===== src/verilog/bts_pkg.sv =====
// Package of constants and types for the burst trigger gate sequencer.
// Function
// - Main shape codes 0..6, aux codes 1..5, stepping wraps at both ends.
// - A written shape code takes effect at once; code 1 is sine.
// - AC to AC shape change keeps amplitude, converting its unit to peak-to-peak.
// - Duty only affects square code 3, yet is writable under any shape.
// - Variable duty accepts 5.0 to 95.0 percent; writing 50 stays variable.
// - Separate command selects fixed half duty; indication reports fixed or variable.
// - Applied duty is quantised to 8 bits; finer changes alter only shown value.
// - Variable-duty square is limited to at most 1 MHz.
// - Oscillation mode codes 0..3, 1 is burst, stepping wraps in unit steps.
// - Mode sequencing acts on main channel only; aux always runs free.
// - Continuous mode runs without pause, ignoring trigger, gate, mark and space.
// - Burst runs mark half-cycles then halts space half-cycles, repeating forever.
// - Each accepted trigger edge runs exactly mark count, then enters stopped state.
// - Trigger edges during a triggered run are discarded until stopped.
// - Gate going active while stopped starts oscillation, continuing while active.
// - Inactive gate stops only at the next half-period boundary.
// - Trigger source selects external jack or aux sync, each with polarity.
// - Trigger mode accepts rising or falling edges per polarity setting.
// - Gate mode treats high or low level as active per polarity.
// - Unconnected external jack reads high, so rising gate runs continuously.
// - Mark and space span 0.5 to 32768.0 cycles in half-cycle steps.
// - Mark shared by burst and trigger, space burst only, both always writable.
package bts_pkg;

    // Register byte offsets.
    localparam logic [7:0] OFS_SHAPE = 8'h00;
    localparam logic [7:0] OFS_DUTY = 8'h04;
    localparam logic [7:0] OFS_MODE = 8'h08;
    localparam logic [7:0] OFS_MARK = 8'h0c;
    localparam logic [7:0] OFS_SPACE = 8'h10;
    localparam logic [7:0] OFS_CMD = 8'h14;
    localparam logic [7:0] OFS_STATUS = 8'h18;
    localparam logic [7:0] OFS_AMPL = 8'h1c;

    // Field positions.
    localparam int SHAPE_AUX_LSB = 8;
    localparam int DUTY_FIXED_BIT = 16;
    localparam int DUTY_HW_LSB = 24;
    localparam int MODE_SRC_BIT = 4;
    localparam int MODE_POL_BIT = 5;
    localparam int AMPL_UNIT_LSB = 16;
    localparam int CMD_MAIN_UP = 0;
    localparam int CMD_MAIN_DN = 1;
    localparam int CMD_AUX_UP = 2;
    localparam int CMD_AUX_DN = 3;
    localparam int CMD_MODE_UP = 4;
    localparam int CMD_MODE_DN = 5;
    localparam int CMD_FIXED_HALF = 6;

    // Shape codes and ranges.
    localparam logic [2:0] MAIN_SHAPE_MIN = 3'h0;
    localparam logic [2:0] MAIN_SHAPE_MAX = 3'h6;
    localparam logic [2:0] AUX_SHAPE_MIN = 3'h1;
    localparam logic [2:0] AUX_SHAPE_MAX = 3'h5;
    localparam logic [2:0] SHAPE_DC = 3'h0;
    localparam logic [2:0] SHAPE_SINE = 3'h1;
    localparam logic [2:0] SHAPE_SQUARE = 3'h3;
    localparam logic [2:0] SHAPE_ARBITRARY = 3'h6;

    // Duty in tenths of a percent, and its 8-bit quantiser (x*262 >> 10 ~ x*256/1000).
    localparam logic [9:0] DUTY_MIN = 10'h032;
    localparam logic [9:0] DUTY_MAX = 10'h3b6;
    localparam logic [9:0] DUTY_HALF = 10'h1f4;
    localparam logic [8:0] DUTY_QUANT_MUL = 9'h106;
    localparam int DUTY_QUANT_SHIFT = 10;
    localparam int VAR_FREQ_MAX_HZ = 1000000;

    // Mark and space are held as half-cycles minus one: 0.5 .. 32768.0 cycles.
    localparam logic [16:0] HALF_MIN = 17'h00001;
    localparam logic [16:0] HALF_MAX = 17'h10000;
    localparam logic [15:0] MARK_RST = 16'h0001;
    localparam logic [15:0] SPACE_RST = 16'h0001;

    // Amplitude units.
    localparam logic [1:0] UNIT_PP = 2'h0;

    // Reset values.
    localparam logic [2:0] MAIN_SHAPE_RST = SHAPE_SINE;
    localparam logic [2:0] AUX_SHAPE_RST = SHAPE_SINE;
    localparam logic [9:0] DUTY_RST = DUTY_HALF;

    typedef enum logic [1:0]
    {
        MODE_CONT = 2'h0,
        MODE_BURST = 2'h1,
        MODE_TRIG = 2'h2,
        MODE_GATE = 2'h3
    } bts_mode_e;

    typedef enum logic [1:0]
    {
        ST_STOP = 2'b00,
        ST_MARK = 2'b01,
        ST_SPACE = 2'b11
    } bts_state_e;

    typedef struct packed
    {
        bts_mode_e mode;
        logic src_aux;
        logic pol_falling;
    } bts_osc_cfg_s;

endpackage


===== src/verilog/bts_sequencer.sv =====
// Shape, duty and oscillation mode control with an APB register slave.
`timescale 1ns/1ns
module bts_sequencer
(
    // Clock and reset
    input wire logic pclk,
    input wire logic presetn,
    // APB slave
    input wire logic psel,
    input wire logic penable,
    input wire logic pwrite,
    input wire logic [7:0] paddr,
    input wire logic [31:0] pwdata,
    output logic [31:0] prdata,
    output logic pready,
    output logic pslverr,
    // Trigger inputs and generator timing
    input wire logic external_trigger_jack,
    input wire logic aux_sync,
    input wire logic half_period_tick,
    // Generator controls
    output logic [2:0] main_shape,
    output logic [2:0] aux_shape,
    output logic [7:0] duty_hw,
    output logic fixed_duty_indication,
    output logic square_duty_active,
    output logic var_freq_cap,
    output logic amp_to_pp,
    output logic main_run,
    output logic aux_run
);

    //--------------------------------------------------------------------
    // Register state
    //--------------------------------------------------------------------
    logic [2:0] main_shape_q;
    logic [2:0] aux_shape_q;
    logic [9:0] duty_q;
    logic fixed_q;
    bts_pkg::bts_osc_cfg_s cfg_q;
    logic [15:0] mark_q;
    logic [15:0] space_q;
    logic [15:0] ampl_q;
    logic [1:0] unit_q;
    logic [31:0] prdata_q;
    logic pready_q;
    logic pslverr_q;
    logic amp_to_pp_q;

    logic setup;
    logic wr_en;
    logic [2:0] main_shape_d;
    logic [2:0] aux_shape_d;
    logic [16:0] wr_half;
    logic [15:0] wr_half_m1;
    logic [9:0] wr_duty;
    logic mapped;

    assign setup = psel && !penable;
    assign wr_en = psel && penable && pwrite && pready_q;
    assign wr_half = pwdata[16:0];
    assign wr_duty = pwdata[9:0];

    // Half-cycle counts are clamped into range and stored minus one.
    always_comb
    begin
        if (wr_half < bts_pkg::HALF_MIN)
        begin
            wr_half_m1 = 16'h0000;
        end
        else if (wr_half > bts_pkg::HALF_MAX)
        begin
            wr_half_m1 = 16'hffff;
        end
        else
        begin
            wr_half_m1 = 16'(wr_half - 17'h00001);
        end
    end

    //--------------------------------------------------------------------
    // Shape selection
    //--------------------------------------------------------------------
    always_comb
    begin
        main_shape_d = main_shape_q;
        aux_shape_d = aux_shape_q;
        if (wr_en && paddr == bts_pkg::OFS_SHAPE)
        begin
            // Out-of-range codes are ignored and the old shape is kept.
            if (pwdata[2:0] <= bts_pkg::MAIN_SHAPE_MAX)
            begin
                main_shape_d = pwdata[2:0];
            end
            if (pwdata[bts_pkg::SHAPE_AUX_LSB+:3] >= bts_pkg::AUX_SHAPE_MIN &&
                pwdata[bts_pkg::SHAPE_AUX_LSB+:3] <= bts_pkg::AUX_SHAPE_MAX)
            begin
                aux_shape_d = pwdata[bts_pkg::SHAPE_AUX_LSB+:3];
            end
        end
        else if (wr_en && paddr == bts_pkg::OFS_CMD)
        begin
            if (pwdata[bts_pkg::CMD_MAIN_UP])
            begin
                main_shape_d = (main_shape_q == bts_pkg::MAIN_SHAPE_MAX) ?
                    bts_pkg::MAIN_SHAPE_MIN : 3'(main_shape_q + 3'h1);
            end
            else if (pwdata[bts_pkg::CMD_MAIN_DN])
            begin
                main_shape_d = (main_shape_q == bts_pkg::MAIN_SHAPE_MIN) ?
                    bts_pkg::MAIN_SHAPE_MAX : 3'(main_shape_q - 3'h1);
            end
            if (pwdata[bts_pkg::CMD_AUX_UP])
            begin
                aux_shape_d = (aux_shape_q == bts_pkg::AUX_SHAPE_MAX) ?
                    bts_pkg::AUX_SHAPE_MIN : 3'(aux_shape_q + 3'h1);
            end
            else if (pwdata[bts_pkg::CMD_AUX_DN])
            begin
                aux_shape_d = (aux_shape_q == bts_pkg::AUX_SHAPE_MIN) ?
                    bts_pkg::AUX_SHAPE_MAX : 3'(aux_shape_q - 3'h1);
            end
        end
    end

    always_ff @(posedge pclk or negedge presetn)
    begin
        if (!presetn)
        begin
            main_shape_q <= bts_pkg::MAIN_SHAPE_RST;
            aux_shape_q <= bts_pkg::AUX_SHAPE_RST;
        end
        else
        begin
            main_shape_q <= main_shape_d;
            aux_shape_q <= aux_shape_d;
        end
    end

    //--------------------------------------------------------------------
    // Amplitude holding
    //--------------------------------------------------------------------
    // Between AC shapes the stored value is kept; a non peak-to-peak unit is
    // turned to peak-to-peak and the converter is asked to rescale the value.
    always_ff @(posedge pclk or negedge presetn)
    begin
        if (!presetn)
        begin
            ampl_q <= 16'h0000;
            unit_q <= bts_pkg::UNIT_PP;
            amp_to_pp_q <= 1'b0;
        end
        else
        begin
            amp_to_pp_q <= 1'b0;
            if (main_shape_d != main_shape_q && main_shape_d != bts_pkg::SHAPE_DC &&
                main_shape_q != bts_pkg::SHAPE_DC && unit_q != bts_pkg::UNIT_PP)
            begin
                unit_q <= bts_pkg::UNIT_PP;
                amp_to_pp_q <= 1'b1;
            end
            else if (wr_en && paddr == bts_pkg::OFS_AMPL)
            begin
                ampl_q <= pwdata[15:0];
                unit_q <= pwdata[bts_pkg::AMPL_UNIT_LSB+:2];
            end
        end
    end

    //--------------------------------------------------------------------
    // Duty cycle
    //--------------------------------------------------------------------
    logic [18:0] duty_prod;
    assign duty_prod = duty_q * bts_pkg::DUTY_QUANT_MUL;

    always_ff @(posedge pclk or negedge presetn)
    begin
        if (!presetn)
        begin
            duty_q <= bts_pkg::DUTY_RST;
            fixed_q <= 1'b1;
        end
        else if (wr_en && paddr == bts_pkg::OFS_CMD && pwdata[bts_pkg::CMD_FIXED_HALF])
        begin
            fixed_q <= 1'b1;
        end
        else if (wr_en && paddr == bts_pkg::OFS_DUTY)
        begin
            // Writable under every shape; writing 50.0 still means variable.
            fixed_q <= 1'b0;
            if (wr_duty < bts_pkg::DUTY_MIN)
            begin
                duty_q <= bts_pkg::DUTY_MIN;
            end
            else if (wr_duty > bts_pkg::DUTY_MAX)
            begin
                duty_q <= bts_pkg::DUTY_MAX;
            end
            else
            begin
                duty_q <= wr_duty;
            end
        end
    end

    // Only the quantised value reaches the generator.
    always_ff @(posedge pclk or negedge presetn)
    begin
        if (!presetn)
        begin
            duty_hw <= 8'h80;
            fixed_duty_indication <= 1'b1;
            square_duty_active <= 1'b0;
            var_freq_cap <= 1'b0;
        end
        else
        begin
            duty_hw <= fixed_q ? 8'h80 : duty_prod[bts_pkg::DUTY_QUANT_SHIFT+:8];
            fixed_duty_indication <= fixed_q;
            square_duty_active <= main_shape_q == bts_pkg::SHAPE_SQUARE;
            var_freq_cap <= main_shape_q == bts_pkg::SHAPE_SQUARE && !fixed_q;
        end
    end

    //--------------------------------------------------------------------
    // Mode, source, mark and space
    //--------------------------------------------------------------------
    always_ff @(posedge pclk or negedge presetn)
    begin
        if (!presetn)
        begin
            cfg_q <= '{mode: bts_pkg::MODE_CONT, src_aux: 1'b0, pol_falling: 1'b0};
            mark_q <= bts_pkg::MARK_RST;
            space_q <= bts_pkg::SPACE_RST;
        end
        else if (wr_en)
        begin
            unique case (paddr)
                bts_pkg::OFS_MODE:
                begin
                    cfg_q.mode <= bts_pkg::bts_mode_e'(pwdata[1:0]);
                    cfg_q.src_aux <= pwdata[bts_pkg::MODE_SRC_BIT];
                    cfg_q.pol_falling <= pwdata[bts_pkg::MODE_POL_BIT];
                end
                bts_pkg::OFS_CMD:
                begin
                    if (pwdata[bts_pkg::CMD_MODE_UP])
                    begin
                        cfg_q.mode <= bts_pkg::bts_mode_e'(2'(cfg_q.mode + 2'h1));
                    end
                    else if (pwdata[bts_pkg::CMD_MODE_DN])
                    begin
                        cfg_q.mode <= bts_pkg::bts_mode_e'(2'(cfg_q.mode - 2'h1));
                    end
                end
                bts_pkg::OFS_MARK:
                begin
                    mark_q <= wr_half_m1;
                end
                bts_pkg::OFS_SPACE:
                begin
                    space_q <= wr_half_m1;
                end
                default:
                begin
                end
            endcase
        end
    end

    //--------------------------------------------------------------------
    // Trigger conditioning
    //--------------------------------------------------------------------
    // Flops start high, matching an open jack held high by its pull-up.
    logic ext_meta_q;
    logic ext_sync_q;
    logic src_q;
    logic src_lvl;
    logic trig_edge;
    logic gate_on;

    always_ff @(posedge pclk or negedge presetn)
    begin
        if (!presetn)
        begin
            ext_meta_q <= 1'b1;
            ext_sync_q <= 1'b1;
        end
        else
        begin
            ext_meta_q <= external_trigger_jack;
            ext_sync_q <= ext_meta_q;
        end
    end

    assign src_lvl = cfg_q.src_aux ? aux_sync : ext_sync_q;

    always_ff @(posedge pclk or negedge presetn)
    begin
        if (!presetn)
        begin
            src_q <= 1'b1;
        end
        else
        begin
            src_q <= src_lvl;
        end
    end

    assign trig_edge = cfg_q.pol_falling ? (src_q && !src_lvl) : (!src_q && src_lvl);
    assign gate_on = cfg_q.pol_falling ? !src_lvl : src_lvl;

    //--------------------------------------------------------------------
    // Oscillation sequencer
    //--------------------------------------------------------------------
    bts_pkg::bts_state_e state_q;
    bts_pkg::bts_mode_e mode_prev_q;
    logic [15:0] cnt_q;
    logic mark_done;
    logic space_done;

    assign mark_done = half_period_tick && cnt_q == mark_q;
    assign space_done = half_period_tick && cnt_q == space_q;

    always_ff @(posedge pclk or negedge presetn)
    begin
        if (!presetn)
        begin
            state_q <= bts_pkg::ST_STOP;
            cnt_q <= 16'h0000;
            mode_prev_q <= bts_pkg::MODE_CONT;
        end
        else
        begin
            mode_prev_q <= cfg_q.mode;
            if (cfg_q.mode != mode_prev_q)
            begin
                state_q <= bts_pkg::ST_STOP;
                cnt_q <= 16'h0000;
            end
            else
            begin
                unique case (state_q)
                    bts_pkg::ST_STOP:
                    begin
                        cnt_q <= 16'h0000;
                        if (cfg_q.mode == bts_pkg::MODE_BURST ||
                            (cfg_q.mode == bts_pkg::MODE_TRIG && trig_edge) ||
                            (cfg_q.mode == bts_pkg::MODE_GATE && gate_on))
                        begin
                            state_q <= bts_pkg::ST_MARK;
                        end
                    end
                    bts_pkg::ST_MARK:
                    begin
                        // Trigger edges are not looked at while running.
                        if (cfg_q.mode == bts_pkg::MODE_GATE)
                        begin
                            if (half_period_tick && !gate_on)
                            begin
                                state_q <= bts_pkg::ST_STOP;
                            end
                        end
                        else if (mark_done)
                        begin
                            cnt_q <= 16'h0000;
                            state_q <= (cfg_q.mode == bts_pkg::MODE_BURST) ?
                                bts_pkg::ST_SPACE : bts_pkg::ST_STOP;
                        end
                        else if (half_period_tick)
                        begin
                            cnt_q <= 16'(cnt_q + 16'h0001);
                        end
                    end
                    bts_pkg::ST_SPACE:
                    begin
                        if (space_done)
                        begin
                            cnt_q <= 16'h0000;
                            state_q <= bts_pkg::ST_MARK;
                        end
                        else if (half_period_tick)
                        begin
                            cnt_q <= 16'(cnt_q + 16'h0001);
                        end
                    end
                    default:
                    begin
                        state_q <= bts_pkg::ST_STOP;
                    end
                endcase
            end
        end
    end

    always_ff @(posedge pclk or negedge presetn)
    begin
        if (!presetn)
        begin
            main_run <= 1'b0;
            aux_run <= 1'b0;
        end
        else
        begin
            main_run <= cfg_q.mode == bts_pkg::MODE_CONT || state_q == bts_pkg::ST_MARK;
            aux_run <= 1'b1;
        end
    end

    //--------------------------------------------------------------------
    // APB read and answer
    //--------------------------------------------------------------------
    always_comb
    begin
        mapped = 1'b1;
        unique case (paddr)
            bts_pkg::OFS_SHAPE, bts_pkg::OFS_DUTY, bts_pkg::OFS_MODE, bts_pkg::OFS_MARK,
            bts_pkg::OFS_SPACE, bts_pkg::OFS_CMD, bts_pkg::OFS_STATUS, bts_pkg::OFS_AMPL:
            begin
                mapped = 1'b1;
            end
            default:
            begin
                mapped = 1'b0;
            end
        endcase
    end

    always_ff @(posedge pclk or negedge presetn)
    begin
        if (!presetn)
        begin
            prdata_q <= 32'h00000000;
            pready_q <= 1'b0;
            pslverr_q <= 1'b0;
        end
        else if (setup)
        begin
            pready_q <= 1'b1;
            pslverr_q <= !mapped;
            prdata_q <= 32'h00000000;
            if (!pwrite)
            begin
                unique case (paddr)
                    bts_pkg::OFS_SHAPE:
                        prdata_q <= {21'h000000, aux_shape_q, 5'h00, main_shape_q};
                    bts_pkg::OFS_DUTY:
                        prdata_q <= {duty_hw, 7'h00, fixed_q, 6'h00, duty_q};
                    bts_pkg::OFS_MODE:
                        prdata_q <= {26'h0000000, cfg_q.pol_falling, cfg_q.src_aux, 2'h0, cfg_q.mode};
                    bts_pkg::OFS_MARK:
                        prdata_q <= {15'h0000, 17'(mark_q) + 17'h00001};
                    bts_pkg::OFS_SPACE:
                        prdata_q <= {15'h0000, 17'(space_q) + 17'h00001};
                    bts_pkg::OFS_STATUS:
                        prdata_q <= {cnt_q, 12'h000, gate_on, main_run, state_q};
                    bts_pkg::OFS_AMPL:
                        prdata_q <= {14'h0000, unit_q, ampl_q};
                    default:
                        prdata_q <= 32'h00000000;
                endcase
            end
        end
        else
        begin
            pready_q <= 1'b0;
            pslverr_q <= 1'b0;
        end
    end

    assign prdata = prdata_q;
    assign pready = pready_q;
    assign pslverr = pslverr_q;
    assign main_shape = main_shape_q;
    assign aux_shape = aux_shape_q;
    assign amp_to_pp = amp_to_pp_q;

endmodule

===== config.mk =====
export PLATFORM = sky130hd
export DESIGN_NAME = bts_sequencer
export DESIGN_NICKNAME = d
export VERILOG_FILES = /design/src/verilog/bts_pkg.sv /design/src/verilog/bts_sequencer.sv
export SDC_FILE = /design/constraint.sdc
export NUM_CORES = 1
export LEC_CHECK = 0
export BUFFER_PORTS_ARGS = -buffer_cell sky130_fd_sc_hd__buf_2
export CAP_MARGIN = 10
export CORE_UTILIZATION = 55
export CTS_CLUSTER_DIAMETER = 200
export DETAILED_ROUTE_END_ITERATION = 6
export GPL_TIMING_DRIVEN = 0
export HOLD_SLACK_MARGIN = 0.12
export PLACE_DENSITY = 0.76
export SLEW_MARGIN = 20
export SYNTH_ARGS = -nofsm -noshare
export SYNTH_HDL_FRONTEND = slang
export SYNTH_SLANG_ARGS = --single-unit

===== constraint.sdc =====
create_clock -name pclk -period 10.2 [get_ports pclk]
set_clock_uncertainty 0.15 [all_clocks]
set_input_delay 0.51 -clock pclk [delete_from_list [all_inputs] [get_ports pclk]]
set_output_delay 0.51 -clock pclk [all_outputs]
set_load 0.01 [all_outputs]

# == Word-level counts from Yosys, hierarchy flattened ==
# Memories as Yosys holds them, arrays and structs flattened.
# Index checks and enable logic that the tools add are counted.
# word_totals
regBits,142
memories,1
in_bits,48
romBits,32
word_cells,177
# classes
multipliers,1
n_addsub,10
reduce_logical,53
bitwise_logic,2
eq_ne,27
n_lt_le_gt_ge,7
mux,49
# mem_list
name,words,word_bits,read_ports,rd_clocked_by_memory_dff,wr,line_no,text
(no name shown),32,1,1,0,0,bts_sequencer.sv:416,unique case (paddr)
# op_table
cell,count
32-bit one-hot mux with 7 select lines,1
16-bit 2-to-1 mux,7
16-bit one-hot mux with 3 select lines,1
3-bit 2-to-1 mux,14
16-bit by 1-bit adder with 17-bit output (second input constant),2
16-bit equality test,2
8-bit by 5-bit equality test with 1-bit output (second input constant),4
32-bit 2-to-1 mux,1
2-bit 2-to-1 mux,11
1-bit logical AND,21
10-bit 2-to-1 mux,2
17-bit greater-than comparator (second input constant),1
17-bit by 1-bit < comparator with 1-bit output (second input constant),1
10-bit by 8-bit multiplier with 17-bit output (second input constant),1
16-bit by 1-bit adder with 16-bit output (second input constant),1
8-bit by 4-bit equality test with 1-bit output (second input constant),2
16-bit by 1-bit subtractor with 16-bit output (second input constant),1
3-bit != test (second input constant),4
2-bit AND reduction,6
10-bit greater-than comparator (second input constant),1
10-bit by 6-bit < comparator with 1-bit output (second input constant),1
2-bit nonzero test,5
1-bit 2-to-1 mux,9
3-bit nonzero test,3
other kinds (28),47

# == Logic depth before layout (Yosys ltp) ==
# logic_depth
word_depth,12
ltp_mapped,16
depth_no_buf,11

# == Worst setup path before layout ==
# No wires, ideal clock.
# synth_timing
kind,reg-to-reg
from,reg duty_q[7]
to,reg duty_hw[7]
stages_incl_launch_ff,11
n_path_buf,0
t_arrival_ps,3154
setup_slack_ps,6817
period_less_slack_ps,3383
cell_sequence,dfstp_2 > ha_1 > ha_1 > fa_1 > ha_1 > a2111oi_0 > o21ai_0 > a221o_1 > a41o_1 > and3_1 > o21ai_0
# synth_via
elab_chain_len,2
# synth_lines
element,line_no,text
"start, declared",bts_sequencer.sv:38,logic [9:0] duty_q;
"start signal, assigned",bts_sequencer.sv:180,duty_q <= bts_pkg::DUTY_RST;
"start signal, assigned",bts_sequencer.sv:193,duty_q <= bts_pkg::DUTY_MIN;
"start signal, assigned",bts_sequencer.sv:197,duty_q <= bts_pkg::DUTY_MAX;
10-bit by 8-bit multiplier with 17-bit output,bts_sequencer.sv:174,assign duty_prod = duty_q * bts_pkg::DUTY_QUANT_MUL;
8-bit 2-to-1 mux,bts_sequencer.sv:218,duty_hw <= fixed_q ? 8'h80 : duty_prod[bts_pkg::DUTY_QUANT_SHIFT+:8];
"end signal, assigned",bts_sequencer.sv:218,
"end, declared",bts_sequencer.sv:24,"output logic [7:0] duty_hw,"
# No other way between the ends.
# A chain may end at the register's enable or synchronous reset.

# == Worst setup path in the final report ==
# layout_timing
from,reg duty_q[8]
to,reg duty_hw[7]
# The elaborated chain is that of the path after synthesis.

==> metrics.txt <==
FF+latch count, synth 142; Clock Sinks 142; syn nets 1009; total track usage 32.2%; Setup Buffers After CTS 0; post-layout min period 3850 ps; Setup TNS Final 0 ps; GPL Wtd Cong 0.957; RSZ-0062 raised after global routing no; max_cap viols 0; FFs w/ async S/R, synth 100%; setup violators final 0; status completed; IO Port Bufs 77; critical path required time 10410 ps; total number of vias 7632; VDD IR max 131 uV; HP Class in -> reg; top cells by area, synth dfrtp_1 36%, ha_1 7.0%, mux2_2 6.6%, dfstp_2 4.8%, xor2_1 4.8%; Max Freq 0.260 GHz; Clock Tree Buf Depth 2; commonest non-fill, non-tap cell in the layout dfrtp_1; Reg2Reg Setup Slack 6350 ps; Synth warnings 0; die height 128 um; HPWL Detailed 18500 um; largest net degree at the start of global routing 83; antenna diode count 0; CTS tree built; Worst slew margin 25.1%; Syn Inst Count 909; Syn Area/Cell 9.60 um^2; row count 45; CP Max Fanout 5; Max Slew Vio Count 0; crit path DAT 4050 ps; Layout area overhead 15.1%; P_leak 0.00483 uW; Main synth FF type dfrtp_1; Worst-Margin Slew 1110 ps; leading cell types in the layout, fill and taps excluded 126 x dfrtp_1, 103 x nand2_1, 78 x buf_2; Fin. Hold Viols 0; first-pass GRT wire length 39700 um; Sw Pwr 356 uW; area of the multi-input gates 0.00483 mm^2; fin crit share 37.7%; Initial Utilization 57.0%; part of the power in the clock network 46.4%; Sequential Area 0.00357 mm^2; initial antenna violation count 0; iteration-0 DRC count of the detailed router 733; Comb power frac 11.0%; cts bufs inserted 17; Overall Power 1380 uW; clock root buffer clkbuf_16; post-synth top area cell dfrtp_1; via/cell ratio 6.20; share of cells above drive strength 1 19.0%; Top Metal Used met4; Cell variety after synth 80; Die Span X 128 um; met3 wire length 2220 um; top-area cell type share of the netlist area 36.1%; internal power 1030 uW; number of global-route vias before repair 7367; Skew-Pair Late Insertion Delay 440 ps; Detailed Routing Iterations Pass 1 6; DRT met1 WL 10500 um; fin nets 1108; Crit. End Element register; number of synthesized flops with an enable pin 0; Setup CP Type reg -> reg; Die ar. 0.0164 mm^2; wire length on met2 11300 um; switching share of power 25.8%; core region area 0.0153 mm^2; post-detailed-route count of antenna-violating nets 0; DRT Wirelength 24900 um; fill cell count 1273; sequential share of power 42.6%; fin util 65.6%; H-tree levels 4; GR Overflow Total 0; Top Ports 102; critical path startpoint category register; Mapped Area 0.00873 mm^2; PwrDens 138 mW/mm^2; Clock transition at path regs 60 ps; wire length per cell 20.2 um; # DRC 0; sequential element share of the synthesized area 41.0%
[power groups by stage]
stage	Combinational (uW)	Clock (uW)	Sequential (uW)
after global placement	145	0	598
after floorplan	95.4	0	595
after detailed placement	148	0	598
after CTS	150	642	588
after global routing	169	669	590
final	152	640	589
[path summary, 6_finish.rpt]
path                                       start                        to  cells after the start
min                                   pwdata[17]     unit_q[1]$_DFFE_PN0P_                      3
max in group asynchronous                presetn  aux_shape[0]$_DFFE_PN1P_                      3
max                        duty_q[8]$_DFFE_PN1P_      duty_hw[7]$_DFF_PN1_                     10
min reg2reg                 ext_meta_q$_DFF_PN1_      ext_sync_q$_DFF_PN1_                      0
min in group asynchronous                presetn      duty_hw[0]$_DFF_PN0_                      2
max reg2reg                duty_q[8]$_DFFE_PN1P_      duty_hw[7]$_DFF_PN1_                     10
[timing repair]
item	in CTS	in global routing
resized for setup	0	0
hold buffers	2	0
endpoints found under the hold margin	60	0
[layer usage]
metal,up-vias,GRT usage (%)
met5,-,0
met2,402,50.1
met1,3687,42.8
met4,0,14.0
met3,66,7.97
li1,3477,-
[cells in the mapped netlist, types with 11 or more instances]
| cell type | number |
|---|---|
| mux2i_1 | 14 |
| dfrtp_1 | 126 |
| clkbuf_1 | 46 |
| mux2_2 | 51 |
| ha_1 | 49 |
| inv_1 | 29 |
| nand2b_1 | 11 |
| nand2_1 | 103 |
| xor2_1 | 48 |
| a21oi_1 | 40 |
| o21ai_0 | 42 |
| a31oi_1 | 11 |
| nor2_1 | 63 |
| a22oi_1 | 21 |
| dfstp_2 | 16 |
| nor3_1 | 24 |
| nand4_1 | 15 |
| nand3_1 | 27 |
| xnor2_1 | 30 |
[logic make-up after synthesis]
family                   after synthesis  synth area share (%)
adder cells (fa/ha/maj)               52                  7.71
buffers and inverters                 83                  3.79
multiplexers                          67                  8.52
AND/OR/NAND/NOR                      301                  16.8
flip-flops                           142                  41.0
other                                  1                0.0430
AO/OA/AOI/OAI                        185                  14.4
XOR/XNOR                              78                  7.83
[through the flow]
step                area, um^2  std cells  worst slack (ps)  hold WS [ps]
detailed placement        9410       1198              6300           198
finish                   10000       1231              6350           188
global placement          9380       1197              6340           196
CTS                      10000       1231              6350           183
global route             10000       1231              6080           195
floorplan                 8730        909              6820          64.4
[registers in the layout (all words and copies together) (netlist names), 2 cells and up]
register / count
space_q: 16
unit_q: 2
cnt_q: 16
main_shape: 3
ampl_q: 16
aux_shape: 3
mode_prev_q: 2
cfg_q: 4
prdata: 32
duty_q: 10
duty_hw: 8
state_q: 2
mark_q: 16
[critical path, stage by stage (launching register included)]
cell	delay [ps]
dfstp_2	650
ha_1	270
ha_1	300
fa_1	470
ha_1	220
a2111oi_0	370
o21ai_0	280
a221o_1	410
a41o_1	310
and3_1	190
o21ai_0	140
[final cells by class]
type,instances,area share (%)
Buffer,54,2.21
Sequential cell,142,35.6
Clock inverter,10,1.37
Tap cell,211,2.63
Inverter,29,1.08
Timing Repair Buffer,80,4.41
Multi-Input combinational cell,684,48.1
Clock buffer,21,4.59
No activity file was read; power rests on OpenSTA's default activity.
